File: config.mk
export PLATFORM = sky130hd
export DESIGN_NAME = tmr_top
export DESIGN_NICKNAME = d
export VERILOG_FILES = /design/src/tmr_chan.sv /design/src/tmr_top.sv
export SDC_FILE = /design/constraint.sdc
export NUM_CORES = 1
export LEC_CHECK = 0
export BUFFER_PORTS_ARGS = -buffer_cell sky130_fd_sc_hd__buf_2
export CAP_MARGIN = 10
export CORE_MARGIN = 3
export CORE_UTILIZATION = 52
export CTS_BUF_LIST = sky130_fd_sc_hd__clkbuf_4 sky130_fd_sc_hd__clkbuf_8
export CTS_CLUSTER_DIAMETER = 200
export DETAILED_ROUTE_END_ITERATION = 8
export PLACE_DENSITY = 0.78
export SLEW_MARGIN = 20
export SYNTH_ARGS = -nofsm -noshare
export SYNTH_HDL_FRONTEND = slang
export SYNTH_SLANG_ARGS = --single-unit
File: constraint.sdc
create_clock -name clock_i -period 2.3 [get_ports clock_i]
set_input_delay 0.23 -clock clock_i [delete_from_list [all_inputs] [get_ports clock_i]]
set_output_delay 0.23 -clock clock_i [all_outputs]
set_load 0.02 [all_outputs]
File: src/tmr_chan.sv
// ----------------------------------------------------------------------------
// shared constants
// ----------------------------------------------------------------------------
package tmr_pkg;

  // register byte offsets, one aligned word each
  localparam logic [7:0] OFF_CTRL  = 8'h00;
  localparam logic [7:0] OFF_COUNT = 8'h04;
  localparam logic [7:0] OFF_CMPA  = 8'h08;
  localparam logic [7:0] OFF_CMPB  = 8'h0c;
  localparam logic [7:0] OFF_CAPT  = 8'h10;
  localparam logic [7:0] OFF_FLAGS = 8'h14;
  localparam logic [7:0] OFF_FORCE = 8'h18;
  localparam logic [7:0] OFF_PORT  = 8'h1c;
  localparam logic [2:0] OFF_HIGH_ZERO = 3'h0;

  // control word fields
  localparam int unsigned CTRL_WGM_LSB = 0;
  localparam int unsigned CTRL_ACTA_LSB = 4;
  localparam int unsigned CTRL_ACTB_LSB = 6;
  localparam int unsigned CTRL_RUN_BIT = 8;

  // flag word fields, write one to clear
  localparam int unsigned FLAG_OVF_BIT = 0;
  localparam int unsigned FLAG_MA_BIT  = 1;
  localparam int unsigned FLAG_MB_BIT  = 2;

  // force strobe fields
  localparam int unsigned FORCE_A_BIT = 0;
  localparam int unsigned FORCE_B_BIT = 1;

  // port word fields
  localparam int unsigned PORT_OUTA_BIT = 0;
  localparam int unsigned PORT_OUTB_BIT = 1;
  localparam int unsigned PORT_DIRA_BIT = 2;
  localparam int unsigned PORT_DIRB_BIT = 3;
  localparam int unsigned PORT_OCSA_BIT = 4;
  localparam int unsigned PORT_OCSB_BIT = 5;

  // waveform generation select codes
  localparam logic [3:0] WGM_NORMAL   = 4'h0;
  localparam logic [3:0] WGM_CTC_CMPA = 4'h4;
  localparam logic [3:0] WGM_CTC_CAPT = 4'hc;

  // output action select codes in non-pwm modes
  localparam logic [1:0] ACT_NONE   = 2'h0;
  localparam logic [1:0] ACT_TOGGLE = 2'h1;
  localparam logic [1:0] ACT_CLEAR  = 2'h2;
  localparam logic [1:0] ACT_SET    = 2'h3;

  // counter limits and reset values
  localparam logic [15:0] COUNT_MAX    = 16'hffff;
  localparam logic [15:0] COUNT_BOTTOM = 16'h0000;
  localparam logic [15:0] VAL_RST      = 16'h0000;
  localparam logic [3:0]  WGM_RST      = 4'h0;
  localparam logic [1:0]  ACT_RST      = 2'h0;
  localparam logic [2:0]  FLAG_RST     = 3'h0;
  localparam logic [3:0]  PORT_RST     = 4'h0;
  localparam logic        OCS_RST      = 1'b0;

  // axi responses
  localparam logic [1:0] RESP_OKAY   = 2'h0;
  localparam logic [1:0] RESP_SLVERR = 2'h2;

  function automatic logic is_non_pwm(input logic [3:0] wgm);
    is_non_pwm = (wgm == WGM_NORMAL) || (wgm == WGM_CTC_CMPA) ||
                 (wgm == WGM_CTC_CAPT);
  endfunction : is_non_pwm

endpackage : tmr_pkg

// ----------------------------------------------------------------------------
// one compare channel with its output state register
// ----------------------------------------------------------------------------
module tmr_chan (
  input  wire logic       clock_i,
  input  wire logic       rstn_i,
  input  wire logic       tick_i,
  input  wire logic       equal_i,
  input  wire logic       block_i,
  input  wire logic [1:0] action_i,
  input  wire logic       non_pwm_i,
  input  wire logic       force_i,
  output logic            match_o,
  output logic            state_o
);

  logic state_reg;
  logic state_next;
  logic apply;

  always_comb begin
    match_o    = tick_i && equal_i && !block_i;
    apply      = non_pwm_i && (match_o || force_i);
    state_next = state_reg;
    if (apply) begin
      case (action_i)
        tmr_pkg::ACT_TOGGLE: state_next = !state_reg;
        tmr_pkg::ACT_CLEAR:  state_next = 1'b0;
        tmr_pkg::ACT_SET:    state_next = 1'b1;
        default:             state_next = state_reg;
      endcase
    end
  end

  // mode changes never touch this register
  always_ff @(posedge clock_i or negedge rstn_i) begin
    if (!rstn_i) begin
      state_reg <= tmr_pkg::OCS_RST;
    end else begin
      state_reg <= state_next;
    end
  end

  assign state_o = state_reg;

endmodule : tmr_chan

File: src/tmr_top.sv
// The AXI4-Lite register port and the register addresses were left to the implementer.
module tmr_top (
  input  wire logic        clock_i,
  input  wire logic        rstn_i,
  input  wire logic [7:0]  s_axi_awaddr_i,
  input  wire logic        s_axi_awvalid_i,
  output logic             s_axi_awready_o,
  input  wire logic [31:0] s_axi_wdata_i,
  input  wire logic [3:0]  s_axi_wstrb_i,
  input  wire logic        s_axi_wvalid_i,
  output logic             s_axi_wready_o,
  output logic [1:0]       s_axi_bresp_o,
  output logic             s_axi_bvalid_o,
  input  wire logic        s_axi_bready_i,
  input  wire logic [7:0]  s_axi_araddr_i,
  input  wire logic        s_axi_arvalid_i,
  output logic             s_axi_arready_o,
  output logic [31:0]      s_axi_rdata_o,
  output logic [1:0]       s_axi_rresp_o,
  output logic             s_axi_rvalid_o,
  input  wire logic        s_axi_rready_i,
  input  wire logic        ovf_ack_i,
  output logic             overflow_flag_o,
  output logic             match_flag_a_o,
  output logic             match_flag_b_o,
  output logic             pin_a_o,
  output logic             pin_a_oe_n_o,
  output logic             pin_b_o,
  output logic             pin_b_oe_n_o
);

  // --------------------------------------------------------------------------
  // state
  // --------------------------------------------------------------------------
  logic        aw_full_reg, aw_full_next, w_full_reg, w_full_next;
  logic [7:0]  waddr_reg, waddr_next;
  logic [31:0] wdata_reg, wdata_next;
  logic [3:0]  wstrb_reg, wstrb_next;
  logic        awready_reg, awready_next, wready_reg, wready_next;
  logic        bvalid_reg, bvalid_next, arready_reg, arready_next;
  logic        rvalid_reg, rvalid_next;
  logic [1:0]  bresp_reg, bresp_next, rresp_reg, rresp_next;
  logic [31:0] rdata_reg, rdata_next;

  logic [3:0]  wgm_reg, wgm_next;
  logic [1:0]  act_a_reg, act_a_next, act_b_reg, act_b_next;
  logic        run_reg, run_next, block_reg, block_next;
  logic [15:0] count_reg, count_next, cmpa_reg, cmpa_next;
  logic [15:0] cmpb_reg, cmpb_next, capt_reg, capt_next;
  logic [2:0]  flag_reg, flag_next, flag_set, flag_clr;
  logic [3:0]  port_reg, port_next;
  logic        pin_a_reg, pin_a_next, pin_b_reg, pin_b_next;
  logic        oe_a_n_reg, oe_a_n_next, oe_b_n_reg, oe_b_n_next;

  logic        wr_go, cnt_wr, non_pwm, top_hit;
  logic        force_a, force_b, hit_a, hit_b, ocs_a, ocs_b;
  logic [31:0] wr_word;

  // --------------------------------------------------------------------------
  // register access helpers
  // --------------------------------------------------------------------------
  function automatic logic is_mapped(input logic [7:0] addr);
    is_mapped = (addr[7:5] == tmr_pkg::OFF_HIGH_ZERO);
  endfunction : is_mapped

  function automatic logic [31:0] reg_read(input logic [7:0] addr);
    logic [7:0] a;
    a = {addr[7:2], 2'b00};
    case (a)
      tmr_pkg::OFF_CTRL:  reg_read = {23'h0, run_reg, act_b_reg, act_a_reg,
                                      wgm_reg};
      tmr_pkg::OFF_COUNT: reg_read = {16'h0, count_reg};
      tmr_pkg::OFF_CMPA:  reg_read = {16'h0, cmpa_reg};
      tmr_pkg::OFF_CMPB:  reg_read = {16'h0, cmpb_reg};
      tmr_pkg::OFF_CAPT:  reg_read = {16'h0, capt_reg};
      tmr_pkg::OFF_FLAGS: reg_read = {29'h0, flag_reg};
      tmr_pkg::OFF_PORT:  reg_read = {26'h0, ocs_b, ocs_a, port_reg};
      default:            reg_read = 32'h0;
    endcase
  endfunction : reg_read

  function automatic logic [31:0] merge(input logic [31:0] old_word,
                                        input logic [31:0] new_word,
                                        input logic [3:0]  strb);
    for (int i = 0; i < 4; i++) begin
      merge[i*8 +: 8] = strb[i] ? new_word[i*8 +: 8] : old_word[i*8 +: 8];
    end
  endfunction : merge

  // --------------------------------------------------------------------------
  // axi4-lite slave
  // --------------------------------------------------------------------------
  // a write lands one cycle after both address and data are held
  assign wr_go   = aw_full_reg && w_full_reg && !bvalid_reg;
  assign wr_word = merge(reg_read(waddr_reg), wdata_reg, wstrb_reg);

  always_comb begin
    aw_full_next = aw_full_reg;
    w_full_next  = w_full_reg;
    waddr_next   = waddr_reg;
    wdata_next   = wdata_reg;
    wstrb_next   = wstrb_reg;
    bvalid_next  = bvalid_reg;
    bresp_next   = bresp_reg;
    rvalid_next  = rvalid_reg;
    rdata_next   = rdata_reg;
    rresp_next   = rresp_reg;
    if (s_axi_awvalid_i && awready_reg) begin
      aw_full_next = 1'b1;
      waddr_next   = s_axi_awaddr_i;
    end
    if (s_axi_wvalid_i && wready_reg) begin
      w_full_next = 1'b1;
      wdata_next  = s_axi_wdata_i;
      wstrb_next  = s_axi_wstrb_i;
    end
    if (wr_go) begin
      aw_full_next = 1'b0;
      w_full_next  = 1'b0;
      bvalid_next  = 1'b1;
      bresp_next   = is_mapped(waddr_reg) ? tmr_pkg::RESP_OKAY
                                          : tmr_pkg::RESP_SLVERR;
    end
    if (bvalid_reg && s_axi_bready_i) begin
      bvalid_next = 1'b0;
    end
    if (s_axi_arvalid_i && arready_reg) begin
      rvalid_next = 1'b1;
      rdata_next  = reg_read(s_axi_araddr_i);
      rresp_next  = is_mapped(s_axi_araddr_i) ? tmr_pkg::RESP_OKAY
                                              : tmr_pkg::RESP_SLVERR;
    end
    if (rvalid_reg && s_axi_rready_i) begin
      rvalid_next = 1'b0;
    end
    awready_next = !aw_full_next && !bvalid_next;
    wready_next  = !w_full_next && !bvalid_next;
    arready_next = !rvalid_next;
  end

  always_ff @(posedge clock_i or negedge rstn_i) begin
    if (!rstn_i) begin
      aw_full_reg <= 1'b0;
      w_full_reg  <= 1'b0;
      waddr_reg   <= 8'h00;
      wdata_reg   <= 32'h0;
      wstrb_reg   <= 4'h0;
      awready_reg <= 1'b0;
      wready_reg  <= 1'b0;
      bvalid_reg  <= 1'b0;
      bresp_reg   <= tmr_pkg::RESP_OKAY;
      arready_reg <= 1'b0;
      rvalid_reg  <= 1'b0;
      rdata_reg   <= 32'h0;
      rresp_reg   <= tmr_pkg::RESP_OKAY;
    end else begin
      aw_full_reg <= aw_full_next;
      w_full_reg  <= w_full_next;
      waddr_reg   <= waddr_next;
      wdata_reg   <= wdata_next;
      wstrb_reg   <= wstrb_next;
      awready_reg <= awready_next;
      wready_reg  <= wready_next;
      bvalid_reg  <= bvalid_next;
      bresp_reg   <= bresp_next;
      arready_reg <= arready_next;
      rvalid_reg  <= rvalid_next;
      rdata_reg   <= rdata_next;
      rresp_reg   <= rresp_next;
    end
  end

  // --------------------------------------------------------------------------
  // compare channels
  // --------------------------------------------------------------------------
  assign non_pwm = tmr_pkg::is_non_pwm(wgm_reg);
  assign cnt_wr  = wr_go && (waddr_reg[7:2] == tmr_pkg::OFF_COUNT[7:2]);
  assign force_a = wr_go && (waddr_reg[7:2] == tmr_pkg::OFF_FORCE[7:2]) &&
                   wr_word[tmr_pkg::FORCE_A_BIT];
  assign force_b = wr_go && (waddr_reg[7:2] == tmr_pkg::OFF_FORCE[7:2]) &&
                   wr_word[tmr_pkg::FORCE_B_BIT];

  tmr_chan u_chan_a (
    .clock_i   (clock_i),
    .rstn_i    (rstn_i),
    .tick_i    (run_reg),
    .equal_i   (count_reg == cmpa_reg),
    .block_i   (block_reg),
    .action_i  (act_a_reg),
    .non_pwm_i (non_pwm),
    .force_i   (force_a),
    .match_o   (hit_a),
    .state_o   (ocs_a)
  );

  tmr_chan u_chan_b (
    .clock_i   (clock_i),
    .rstn_i    (rstn_i),
    .tick_i    (run_reg),
    .equal_i   (count_reg == cmpb_reg),
    .block_i   (block_reg),
    .action_i  (act_b_reg),
    .non_pwm_i (non_pwm),
    .force_i   (force_b),
    .match_o   (hit_b),
    .state_o   (ocs_b)
  );

  // --------------------------------------------------------------------------
  // counter, flags and register file
  // --------------------------------------------------------------------------
  always_comb begin
    wgm_next   = wgm_reg;
    act_a_next = act_a_reg;
    act_b_next = act_b_reg;
    run_next   = run_reg;
    cmpa_next  = cmpa_reg;
    cmpb_next  = cmpb_reg;
    capt_next  = capt_reg;
    port_next  = port_reg;
    flag_clr   = 3'h0;
    if (wr_go) begin
      case ({waddr_reg[7:2], 2'b00})
        tmr_pkg::OFF_CTRL: begin
          wgm_next   = wr_word[tmr_pkg::CTRL_WGM_LSB +: 4];
          act_a_next = wr_word[tmr_pkg::CTRL_ACTA_LSB +: 2];
          act_b_next = wr_word[tmr_pkg::CTRL_ACTB_LSB +: 2];
          run_next   = wr_word[tmr_pkg::CTRL_RUN_BIT];
        end
        tmr_pkg::OFF_CMPA:  cmpa_next = wr_word[15:0];
        tmr_pkg::OFF_CMPB:  cmpb_next = wr_word[15:0];
        // only software loads it; action bits play no part
        tmr_pkg::OFF_CAPT:  capt_next = wr_word[15:0];
        tmr_pkg::OFF_FLAGS: flag_clr  = wr_word[2:0];
        tmr_pkg::OFF_PORT:  port_next = wr_word[3:0];
        default:            flag_clr  = 3'h0;
      endcase
    end
    // a blocked top match is simply missed; the count runs on past it
    case (wgm_reg)
      tmr_pkg::WGM_CTC_CMPA: top_hit = hit_a;
      tmr_pkg::WGM_CTC_CAPT: top_hit = run_reg && !block_reg &&
                                       (count_reg == capt_reg);
      default:               top_hit = 1'b0;
    endcase
    count_next = count_reg;
    if (cnt_wr) begin
      count_next = wr_word[15:0];
    end else if (run_reg) begin
      count_next = top_hit ? tmr_pkg::COUNT_BOTTOM
                           : 16'(count_reg + 16'h0001);
    end
    // block lasts until the next timer tick, stopped or not
    block_next = cnt_wr ? 1'b1 : (run_reg ? 1'b0 : block_reg);
    flag_set = 3'h0;
    flag_set[tmr_pkg::FLAG_OVF_BIT] = run_reg && !cnt_wr &&
                                      (count_reg == tmr_pkg::COUNT_MAX);
    flag_set[tmr_pkg::FLAG_MA_BIT] = hit_a;
    flag_set[tmr_pkg::FLAG_MB_BIT] = hit_b;
    flag_clr[tmr_pkg::FLAG_OVF_BIT] = flag_clr[tmr_pkg::FLAG_OVF_BIT] ||
                                      ovf_ack_i;
    // a set in the clearing cycle wins
    flag_next = (flag_reg & ~flag_clr) | flag_set;
    pin_a_next  = (act_a_reg != tmr_pkg::ACT_NONE) ? ocs_a
                  : port_reg[tmr_pkg::PORT_OUTA_BIT];
    pin_b_next  = (act_b_reg != tmr_pkg::ACT_NONE) ? ocs_b
                  : port_reg[tmr_pkg::PORT_OUTB_BIT];
    oe_a_n_next = !port_reg[tmr_pkg::PORT_DIRA_BIT];
    oe_b_n_next = !port_reg[tmr_pkg::PORT_DIRB_BIT];
  end

  always_ff @(posedge clock_i or negedge rstn_i) begin
    if (!rstn_i) begin
      wgm_reg    <= tmr_pkg::WGM_RST;
      act_a_reg  <= tmr_pkg::ACT_RST;
      act_b_reg  <= tmr_pkg::ACT_RST;
      run_reg    <= 1'b0;
      block_reg  <= 1'b0;
      count_reg  <= tmr_pkg::VAL_RST;
      cmpa_reg   <= tmr_pkg::VAL_RST;
      cmpb_reg   <= tmr_pkg::VAL_RST;
      capt_reg   <= tmr_pkg::VAL_RST;
      flag_reg   <= tmr_pkg::FLAG_RST;
      port_reg   <= tmr_pkg::PORT_RST;
      pin_a_reg  <= 1'b0;
      pin_b_reg  <= 1'b0;
      oe_a_n_reg <= 1'b1;
      oe_b_n_reg <= 1'b1;
    end else begin
      wgm_reg    <= wgm_next;
      act_a_reg  <= act_a_next;
      act_b_reg  <= act_b_next;
      run_reg    <= run_next;
      block_reg  <= block_next;
      count_reg  <= count_next;
      cmpa_reg   <= cmpa_next;
      cmpb_reg   <= cmpb_next;
      capt_reg   <= capt_next;
      flag_reg   <= flag_next;
      port_reg   <= port_next;
      pin_a_reg  <= pin_a_next;
      pin_b_reg  <= pin_b_next;
      oe_a_n_reg <= oe_a_n_next;
      oe_b_n_reg <= oe_b_n_next;
    end
  end

  assign s_axi_awready_o = awready_reg;
  assign s_axi_wready_o  = wready_reg;
  assign s_axi_bresp_o   = bresp_reg;
  assign s_axi_bvalid_o  = bvalid_reg;
  assign s_axi_arready_o = arready_reg;
  assign s_axi_rdata_o   = rdata_reg;
  assign s_axi_rresp_o   = rresp_reg;
  assign s_axi_rvalid_o  = rvalid_reg;
  assign overflow_flag_o = flag_reg[tmr_pkg::FLAG_OVF_BIT];
  assign match_flag_a_o  = flag_reg[tmr_pkg::FLAG_MA_BIT];
  assign match_flag_b_o  = flag_reg[tmr_pkg::FLAG_MB_BIT];
  assign pin_a_o         = pin_a_reg;
  assign pin_a_oe_n_o    = oe_a_n_reg;
  assign pin_b_o         = pin_b_reg;
  assign pin_b_oe_n_o    = oe_b_n_reg;
endmodule : tmr_top

==> metrics.md, run 1 <==
| Metric | Value |
|---|---|
| Final WS setup | 1.93 ps |
| CP Capture Type | flop |
| Reg2Reg Capture Point | u_chan_a.state_o |
| Critical Path Sink | u_chan_a.state_o |
| Area occupied by multi-input gates | roughly 4000 sq um |
| Longest Clk Path Bufs | 2 |
| Initial antenna violation count | 0 |
| Antenna viol nets, final | 0 |
| Iter 0 DRT Violations | between 800 and 900 |
| Clock share of power | 19.5% |
| Crit Path Category | reg -> reg |
| Power Internal | 6.07 mW |
| Initial core utilization | a little over half |
| Avg WL per Cell | 21.2 um |
| Post-CTS Setup Repair Bufs | 0 |
| DR pass1 iterations | 9 |
| Die height | 128 um |
| DRC viols | 0 |
| Max_slew headroom | about half |
| ANT cells | 0 |
| Tightest Hold Check Type | in -> reg |
| First-pass GRT wire length | 36200 um |
| Top cells by count, synth | 134 x dfrtp_1, 95 x nand2_1, 73 x o21ai_0, 46 x mux2_2, 43 x xnor2_1 |
| Fin cells | 1073 |
| Core area | 14200 sq um |
| Tmin final | 2300 ps |
| Unrepaired setup endpoints after global routing | true |
| Status | complete, no violations |
| VDD IR max | ~0.9 mV |
| Syn. warnings | 0 |
| GR Overflow Total | 0 |
| Count of input and output buffers | 67 |
| Setup crit start kind | flop |
| PD cells | 1130 nW/um^2 |
| DR vias/cell | 6.45 |
| Post-Synthesis Cell Area | 7720 sq um |
| CP max FO | 7 |
| Die W | 128 um |
| Clk sink count | 136 |
| CP max stage cell | or4b_2 |
| Die ar. | 16300 sq um |
| FF/Latch Area | ~3400 sq um |
| Total power | 10.2 mW |
| TNS Setup | 0 ps |
| Top cells by area, synth | dfrtp_1 43%, mux2_2 6.7%, xnor2_1 4.9%, o21ai_0 4.7%, nand2_1 4.6% |
| Rows | 43 |
| Syn-to-layout area delta | 17.3% |
| Layout fillers | about 1200 |
| Psw | 4.16 mW |
| Clock root buffer | clkbuf_8 |
| Max Cap Viol | 0 |
| RR Startpoint | count_reg[1] |
| Setup crit start | count_reg[1] |
| Top-area cell type share of the netlist area | about 43% |
| DP Wirelength | 16400 um |
| Post-synth top area cell | dfrtp_1 |
| Fmax | 435 MHz |
| Sw Ratio | 40.7% |
| Worst R2R Setup Slack | 2 ps |
| H-tree levels | 4 |
| Post-synthesis cell count | 778 |
| Actual slew at the worst max-slew pin | 730 ps |
| Vias in the first global route | approximately 6700 |
| Comb power frac | 40.6% |
| Final hold viol count | 0 |
| Fin util | 63.8% |
| Critical Path Max Stage Delay | 630 ps |
| Final-report setup violation count | 0 |
| Async SR Flop Fraction | 100% |
| FF-to-FF path depth | 7 |
| Worst-Skew Late Latency | approximately 470 ps |
| Placed Cells | 1030 |
| CP arrival | between 2000 and 3000 ps |
| Vias | 6921 |
| I/O pin count | 108 |
| CP cell instances | xnor2_2 > nand4_1 > nor3_1 > buf_4 > a21oi_1 > or4b_2 > nand3_1 |
| Worst-path clk slew | around 80 ps |
| Total GRT Usage | between 20% and 30% |
| NumNets Final | 944 |
| Seq pwr share | 39.9% |
| Sequential cell area fraction in the yosys report | between 40% and 50% |
| Post-synth cell types | 69 |
| Share of cells above drive strength 1 | 27.3% |
| Post-synth top flop | dfrtp_1 |
| Largest net degree at the start of global routing | 61 |
| Fin crit share | roughly 100% |
| Cell with the most instances after synthesis | dfrtp_1 |
| Pins over their slew limit | 0 |
| Leakage | 4.01 nW |
| CTS Buf Count | 17 |
| Post-synth EDFFs | 0 |
| Routability congestion estimate | just under 1 |
| Mean post-synth cell area | 9.92 sq um |
| Worst path required time | 2700 ps |
| Final wirelength | 22800 um |
| CTS tree | yes |
| Worst Clk Skew | 12.2 ps |
| Pre-CTS setup slack | 12.5 ps |
| Synthesized flop and latch total | 136 |
==> stage by stage <==
step	instance area [sq um]	hold WS, ps
global placement	8460	256
finish	9060	7.64
global route	9060	3.31
CTS	8990	0.851
detailed placement	8460	258
floorplan	7780	-65.6
==> layout by cell type (no fill, tap or decap), types with 5 or more instances in the layout <==
cell type        n
a21oi_1         27
a21o_1          13
conb_1          18
xor2_1           5
a22o_1           9
buf_4           63
mux2i_1          5
o2bb2ai_1        6
nor3_1           8
or3_1            9
and3_1           9
dfrtp_1        132
nor2b_1          9
nor2_1          21
a31oi_1          8
clkinv_2         5
o21ai_0         73
xnor2_1         39
dlygate4sd3_1   14
inv_1            9
a221o_1          5
clkbuf_8        18
a22oi_1         21
a32oi_1          7
a222oi_1        13
nand4_1         22
buf_2           66
nand2_1         95
nand3_1         24
mux4_2           8
mux2_2          46
==> what timing repair did <==
| item | 4_1_cts | 5_1_grt |
|---|---|---|
| gates cloned | 0 | 0 |
| gates resized for setup | 2 | 11 |
| endpoints found under the hold margin | 68 | 1 |
| hold buffers | 13 | 1 |
| endpoints found under the setup margin | 2 | 14 |
| pin swaps | 0 | 0 |
==> power groups by stage <==
| stage | registers [mW] | clock network (mW) | logic, mW |
|---|---|---|---|
| 6_report | 4.08 | 2.00 | 4.15 |
| 5_1_grt | 4.17 | 2.12 | 4.45 |
| 4_1_cts | 4.03 | 2.02 | 4.03 |
| 3_5_place_dp | 4.06 | 0 | 3.95 |
| 3_3_place_gp | 4.03 | 0 | 3.86 |
| 2_1_floorplan | 3.78 | 0 | 2.77 |
==> layer usage <==
layer / wire length, um / global-route usage, % / vias to the layer above
li1: - / - / 3040
met1: 8800 / 37.2 / 3357
met2: 10700 / 45.2 / 436
met3: 2250 / 6.63 / 88
met4: 1040 / 13.0 / 0
met5: 0 / 0 / -
==> worst min path at each step <==
| stage | slack [ps] | start | end | cells after the start |
|---|---|---|---|---|
| 2_1_floorplan | -70 | rstn_i | act_a_reg[0] | 0 |
| 3_3_place_gp | 260 | rstn_i | flag_reg[0] | 1 |
| 3_5_place_dp | 260 | rstn_i | count_reg[2] | 1 |
| 4_1_cts | 0.9 | s_axi_wdata_i[15] | wdata_reg[15] | 2 |
| 5_1_grt | 3 | s_axi_awaddr_i[3] | waddr_reg[3] | 2 |
| 6_report | 8 | s_axi_wdata_i[15] | wdata_reg[15] | 2 |
==> logic make-up (layout without fill, tap and decap cells) <==
family / Yosys count / count (layout) / share of synthesized area, %
AOI/OAI and AO/OA: 212 / 212 / 19.1
xor gates and xnor gates: 48 / 48 / 5.45
other: 1 / 18 / 0.0486
buffers and inverters: 89 / 187 / 6.23
and+or+nand+nor: 232 / 232 / 15.2
DFF: 136 / 136 / 44.1
adders and majority gates: 1 / 1 / 0.162
muxes: 59 / 59 / 9.70
==> critical path, delay by kind of cell (launching register included) <==
| family | cells | cell delay, ps |
|---|---|---|
| AOI/OAI and AO/OA | 1 | 100 |
| DFF | 1 | 490 |
| buffers and inverters | 1 | 170 |
| xor gates and xnor gates | 1 | 280 |
| and+or+nand+nor | 4 | 1210 |
==> area by class of cell <==
class	instances	area share (%)
inverters	10	0.414
well taps	180	2.49
multi-input cells	570	43.8
clock buffers	19	2.82
flip-flops and latches	136	37.6
repair buffers	148	11.4
clock inverters	10	1.44
No activity file was read; power rests on OpenSTA's default activity.
==> run 2: changes to the inputs <==
==> constraint.sdc (replaced) <==
create_clock -name clock_i -period 2.7 [get_ports clock_i]
set_input_delay 0.27 -clock clock_i [delete_from_list [all_inputs] [get_ports clock_i]]
set_output_delay 0.27 -clock clock_i [all_outputs]
set_load 0.02 [all_outputs]
==> run 2 against run 1 <==
Net effect:
- fmax shrank 6.3%
- clock skew decreased by 1.2 ps
- combinational power is 24% lower
- register-to-register slack improved by 240 ps
- count of clock-buffer cells in the layout grew 5
- die area did not move
- final cell count fell by 3.4%
- first-iteration DRC count grew 22%
- flip-flop and latch count stayed put
- largest power group is now sequential cells
==> metrics.md, run 2 (synthesis results as in run 1) <==
| Metric | Value |
|---|---|
| Setup crit start kind | flop |
| Commonest non-fill, non-tap cell in the layout | dfrtp_1 |
| Die ar. | approximately 16000 sq um |
| CP max FO | 15 |
| Clk sink count | between 100 and 150 |
| CTS Buf Count | 17 |
| I/O pin count | approximately 110 |
| ANT cells | 0 |
| TNS Setup | 0 ps |
| Commonest cells after routing, fill and taps aside | 134 x dfrtp_1, 95 x nand2_1, 73 x o21ai_0, 66 x buf_2, 46 x mux2_2 |
| Worst path required time | 3040 ps |
| Wl on met1 | 8670 um |
| Routability congestion estimate | 1.05 |
| Fmax | roughly 410 MHz |
| Initial antenna violation count | 0 |
| Final-report setup violation count | 0 |
| PD cells | 989 nW/um^2 |
| Longest Clk Path Bufs | 2 |
| Final wirelength | around 22000 um |
| Total power | ~8.6 mW |
| DP Wirelength | 16000 um |
| Max_slew headroom | 40.0% |
| Tightest Hold Check Type | in -> reg |
| Post-CTS Setup Repair Bufs | 0 |
| Pins over their slew limit | 0 |
| Actual slew at the worst max-slew pin | 891 ps |
| Rows | 43 |
| Initial core utilization | between 50% and 60% |
| Critical Path Max Stage Delay | roughly 810 ps |
| Power Internal | 5.09 mW |
| DR pass1 iterations | 8 |
| Die W | 128 um |
| Met2 wire length | slightly above 10000 um |
| Worst-path clk slew | 70 ps |
| GR Overflow Total | 0 |
| Worst Clk Skew | between 10 and 15 ps |
| Largest net degree at the start of global routing | 66 |
| CP max stage cell | dfrtp_1 |
| Tmin final | approximately 2500 ps |
| Seq pwr share | between 40% and 50% |
| # hold bufs at CTS | 1 |
| DR vias/cell | 6.44 |
| Worst-Skew Late Latency | about 460 ps |
| Resized cells post-CTS | 0 |
| DR top layer | met4 |
| Layout fillers | 1215 |
| Syn-to-layout area delta | 12.1% |
| DRC viols | 0 |
| Most used cell, CP | a22o_1 |
| H-tree levels | 4 |
| Vias | between 6000 and 7000 |
| CP Capture Type | flop |
| Vias in the first global route | 6376 |
| Leakage | 3.81 nW |
| Count of input and output buffers | 67 |
| Total GRT Usage | 27.7% |
| Max Cap Viol | 0 |
| Met3 WL | 2490 um |
| CP arrival | 2800 ps |
| Clock share of power | 20.9% |
| Crit Path Category | reg -> reg |
| Iter 0 DRT Violations | between 1000 and 1500 |
| CTS tree | yes |
| CP cell instances | mux4_2 > a22o_1 > a22o_1 > a32o_1 > a31o_1 |
| Final hold viol count | 0 |
| Sw Ratio | between 40% and 50% |
| Unrepaired setup endpoints after global routing | false |
| First-pass GRT wire length | about 35000 um |
| Antenna viol nets, final | 0 |
| NumNets Final | between 900 and 1000 |
| Fin crit share | 90.9% |
| Avg WL per Cell | 21.5 um |
| Die height | 128 um |
| Psw | 3.47 mW |
| Clock root buffer | clkbuf_8 |
| Status | complete, no violations |
| Core area | 14200 sq um |
| Share of cells above drive strength 1 | 24.4% |
| Comb power frac | a little under two fifths |
| VDD IR max | 0.689 mV |
## run 2: metrics by stage
step	hold slack (ps)	cell area, sq um	setup WS [ps]	instances	util, %
finish	41.5	8650	246	1037	60.9
global route	28.1	8650	90.1	1037	60.9
CTS	19.5	8650	228	1037	60.9
detailed placement	320	8230	246	1004	57.9
global placement	318	8230	273	1004	57.9
floorplan	-25.6	7780	710	795	-
## run 2: area by class of cell
type,count,area (sq um),share of cell area [%]
Clock inverter,8,120,1.39
Multi-Input combinational cell,570,3890,45.0
Clock buffer,24,299,3.46
Timing Repair Buffer,109,672,7.76
Inverter,10,37.5,0.434
Tap cell,180,225,2.60
Sequential cell,136,3410,39.4
## run 2: path summary, 6_finish.rpt
kind,from,end,slack (ps),cells after the start
worst max-delay path,waddr_reg[2],count_reg[6],250,5
worst min-delay path,s_axi_wdata_i[0],wdata_reg[0],40,2
worst max register to register,waddr_reg[2],count_reg[6],250,5
worst min register to register,port_reg[2],pin_a_oe_n_o,470,1
max in group asynchronous,rstn_i,capt_reg[7],1600,3
min in group asynchronous,rstn_i,count_reg[13],380,2
## run 2: power groups by stage
stage | sequential (mW) | clock, mW | combinational [mW]
finish | 3.60 | 1.79 | 3.17
global route | 3.67 | 1.90 | 3.43
CTS | 3.57 | 1.80 | 3.11
detailed placement | 3.59 | 0 | 3.08
global placement | 3.57 | 0 | 3.02
floorplan | 3.22 | 0 | 2.36
## run 2: layer usage
metal,vias up,global-route usage [%]
li1,2963,-
met2,455,42.4
met5,-,0
met3,76,7.29
met4,0,11.2
met1,3182,37.8
## run 2: worst max-delay path, delay by kind of cell (launching register included)
family,cells,cell delay [ps]
AOI/OAI and AO/OA,4,940
muxes,1,590
DFF,1,810
==> run 3: changes to the inputs <==
--- a/config.mk
+++ b/config.mk
@@ -7,12 +7,14 @@
 export LEC_CHECK = 0
 export BUFFER_PORTS_ARGS = -buffer_cell sky130_fd_sc_hd__buf_2
 export CAP_MARGIN = 10
+export CELL_PAD_IN_SITES_DETAIL_PLACEMENT = 1
+export CELL_PAD_IN_SITES_GLOBAL_PLACEMENT = 1
 export CORE_MARGIN = 3
-export CORE_UTILIZATION = 52
+export CORE_UTILIZATION = 50
 export CTS_BUF_LIST = sky130_fd_sc_hd__clkbuf_4 sky130_fd_sc_hd__clkbuf_8
 export CTS_CLUSTER_DIAMETER = 200
 export DETAILED_ROUTE_END_ITERATION = 8
-export PLACE_DENSITY = 0.78
+export PLACE_DENSITY = 0.93
 export SLEW_MARGIN = 20
 export SYNTH_ARGS = -nofsm -noshare
 export SYNTH_HDL_FRONTEND = slang
==> run 3 against run 2 <==
Net effect:
- the run now ends with DRC left
- largest power group unchanged
- highest routed layer unchanged
- critical endpoint is now count_reg[13]
- flip-flop and latch count is the same
- global-route usage is 9.7 points higher
- total power grew 8.9%
- clock power grew 14%
- clock skew rose by 4.1 ps
- via count grew 13%
==> metrics.md, run 3 (synthesis results as in run 1) <==
| Metric | Value |
|---|---|
| Core area | 14800 sq um |
| Final wirelength | 30900 um |
| Layout fillers | between 1500 and 2000 |
| Share of cells above drive strength 1 | 24.9% |
| Avg WL per Cell | 29.6 um |
| Worst Clk Skew | 15.0 ps |
| Status | finished with violations |
| Vias | 7525 |
| Count of input and output buffers | 67 |
| Max Cap Viol | 0 |
| Pins over their slew limit | 0 |
| Fmax | 382 MHz |
| Total GRT Usage | 37.4% |
| DR vias/cell | roughly 7.2 |
| Largest net degree at the start of global routing | 68 |
| CP max FO | 9 |
| Commonest cells after routing, fill and taps aside | 132 x dfrtp_1, 95 x nand2_1, 73 x o21ai_0, 66 x buf_2, 46 x mux2_2 |
| Setup crit start kind | flop |
| Tightest Hold Check Type | in -> reg |
| CP arrival | 2990 ps |
| Fin crit share | 96.8% |
| CTS Buf Count | 17 |
| Max_slew headroom | 39.9% |
| Finished Cell Area | 8730 sq um |
| Violated checks | DRC |
| I/O pin count | around 110 |
| Unrepaired setup endpoints after global routing | false |
| Clk sink count | 136 |
| NumNets Final | 906 |
| DP Area | 8240 sq um |
| Fin cells | 1042 |
| CP Capture Type | flop |
| Die height | 130 um |
| CTS tree | yes |
| Initial antenna violation count | 0 |
| Hold Crit Depth | 2 |
| Initial core utilization | 52.1% |
| Rows | 44 |
| Worst path required time | 3070 ps |
| VDD IR max | 0.750 mV |
| Final hold viol count | 0 |
| DR pass1 iterations | 9 |
| DP Wirelength | 20800 um |
| FF-to-FF path depth | 6 |
| Die W | approximately 130 um |
| Actual slew at the worst max-slew pin | between 800 and 900 ps |
| GR Overflow Total | 0 |
| Fin util | 59.0% |
| H-tree levels | 4 |
| Leakage | 3.84 nW |
| PD cells | 1070 nW/um^2 |
| Final-report setup violation count | 0 |
| Die ar. | 17000 sq um |
| Vias in the first global route | just under 8000 |
| Iter 0 DRT Violations | roughly 1200 |
| Final hold slack | 17.1 ps |
| Worst-Skew Late Latency | around 480 ps |
| Clock root buffer | clkbuf_8 |
| Antenna viol nets, final | 0 |
| TNS Setup | 0 ps |
| Placed Cells | 1009 |
| Longest Clk Path Bufs | 2 |
| Routability congestion estimate | 0.967 |
| Worst-path clk slew | 90 ps |
| Tmin final | 2610 ps |
| Commonest non-fill, non-tap cell in the layout | dfrtp_1 |
| First-pass GRT wire length | around 47000 um |
| Syn-to-layout area delta | 13.2% |
| DRC viols | 2 |
| ANT cells | 0 |
| Crit Path Category | reg -> reg |
==> run 3: cell type report <==
cell class                 count  area [sq um]  share of cell area [%]
clock buffer                  18           248                    2.84
tap                          184           230                    2.64
inverter                      10          37.5                   0.430
sequential                   136          3410                    39.0
clock inverter                14           223                    2.55
multi-input combinational    570          3910                    44.7
timing repair buffer         110           679                    7.78
==> run 3: path summary, 6_finish.rpt <==
check,slack (ps),from,to
max,90,count_reg[10],count_reg[13]
min,20,s_axi_wdata_i[9],wdata_reg[9]
max reg2reg,90,count_reg[10],count_reg[13]
min reg2reg,480,s_axi_rresp_o[1],s_axi_rresp_o[1]
max in group asynchronous,1660,rstn_i,s_axi_rdata_o[15]
min in group asynchronous,250,rstn_i,capt_reg[3]
==> run 3: where the power goes <==
part / switching (mW) / internal [mW] / leakage, nW
Sequential: 1.10 / 2.67 / 1.77
Combinational: 2.11 / 1.40 / 1.83
Clock: 0.905 / 1.13 / 0.229
==> run 3: stage by stage <==
stage	worst slack [ps]	power (mW)
finish	85.4	9.32
floorplan	710	5.58
CTS	89.6	9.11
global placement	205	6.62
detailed placement	133	6.96
global route	49.0	9.60
==> run 3: what timing repair did <==
action	4_1_cts	5_1_grt
setup endpoints to repair	0	15
setup buffers	0	0
gates resized for setup	0	4
hold buffers	1	0
endpoints found under the hold margin	33	0
==> run 3: critical path, stage by stage, from the launching register on <==
cell and delay [ps]:
dfrtp_1 520, xnor2_1 400, nand4_1 200, nor4_1 540, a22o_1 470, o32ai_1 140, a31o_2 240
==> run 3: per-layer routing <==
layer,vias up,wire length (um),global-route usage (%)
li1,2963,-,-
met1,3684,10600,43.4
met2,651,14700,61.4
met3,227,3160,9.91
met5,-,0,0
met4,0,2390,24.0
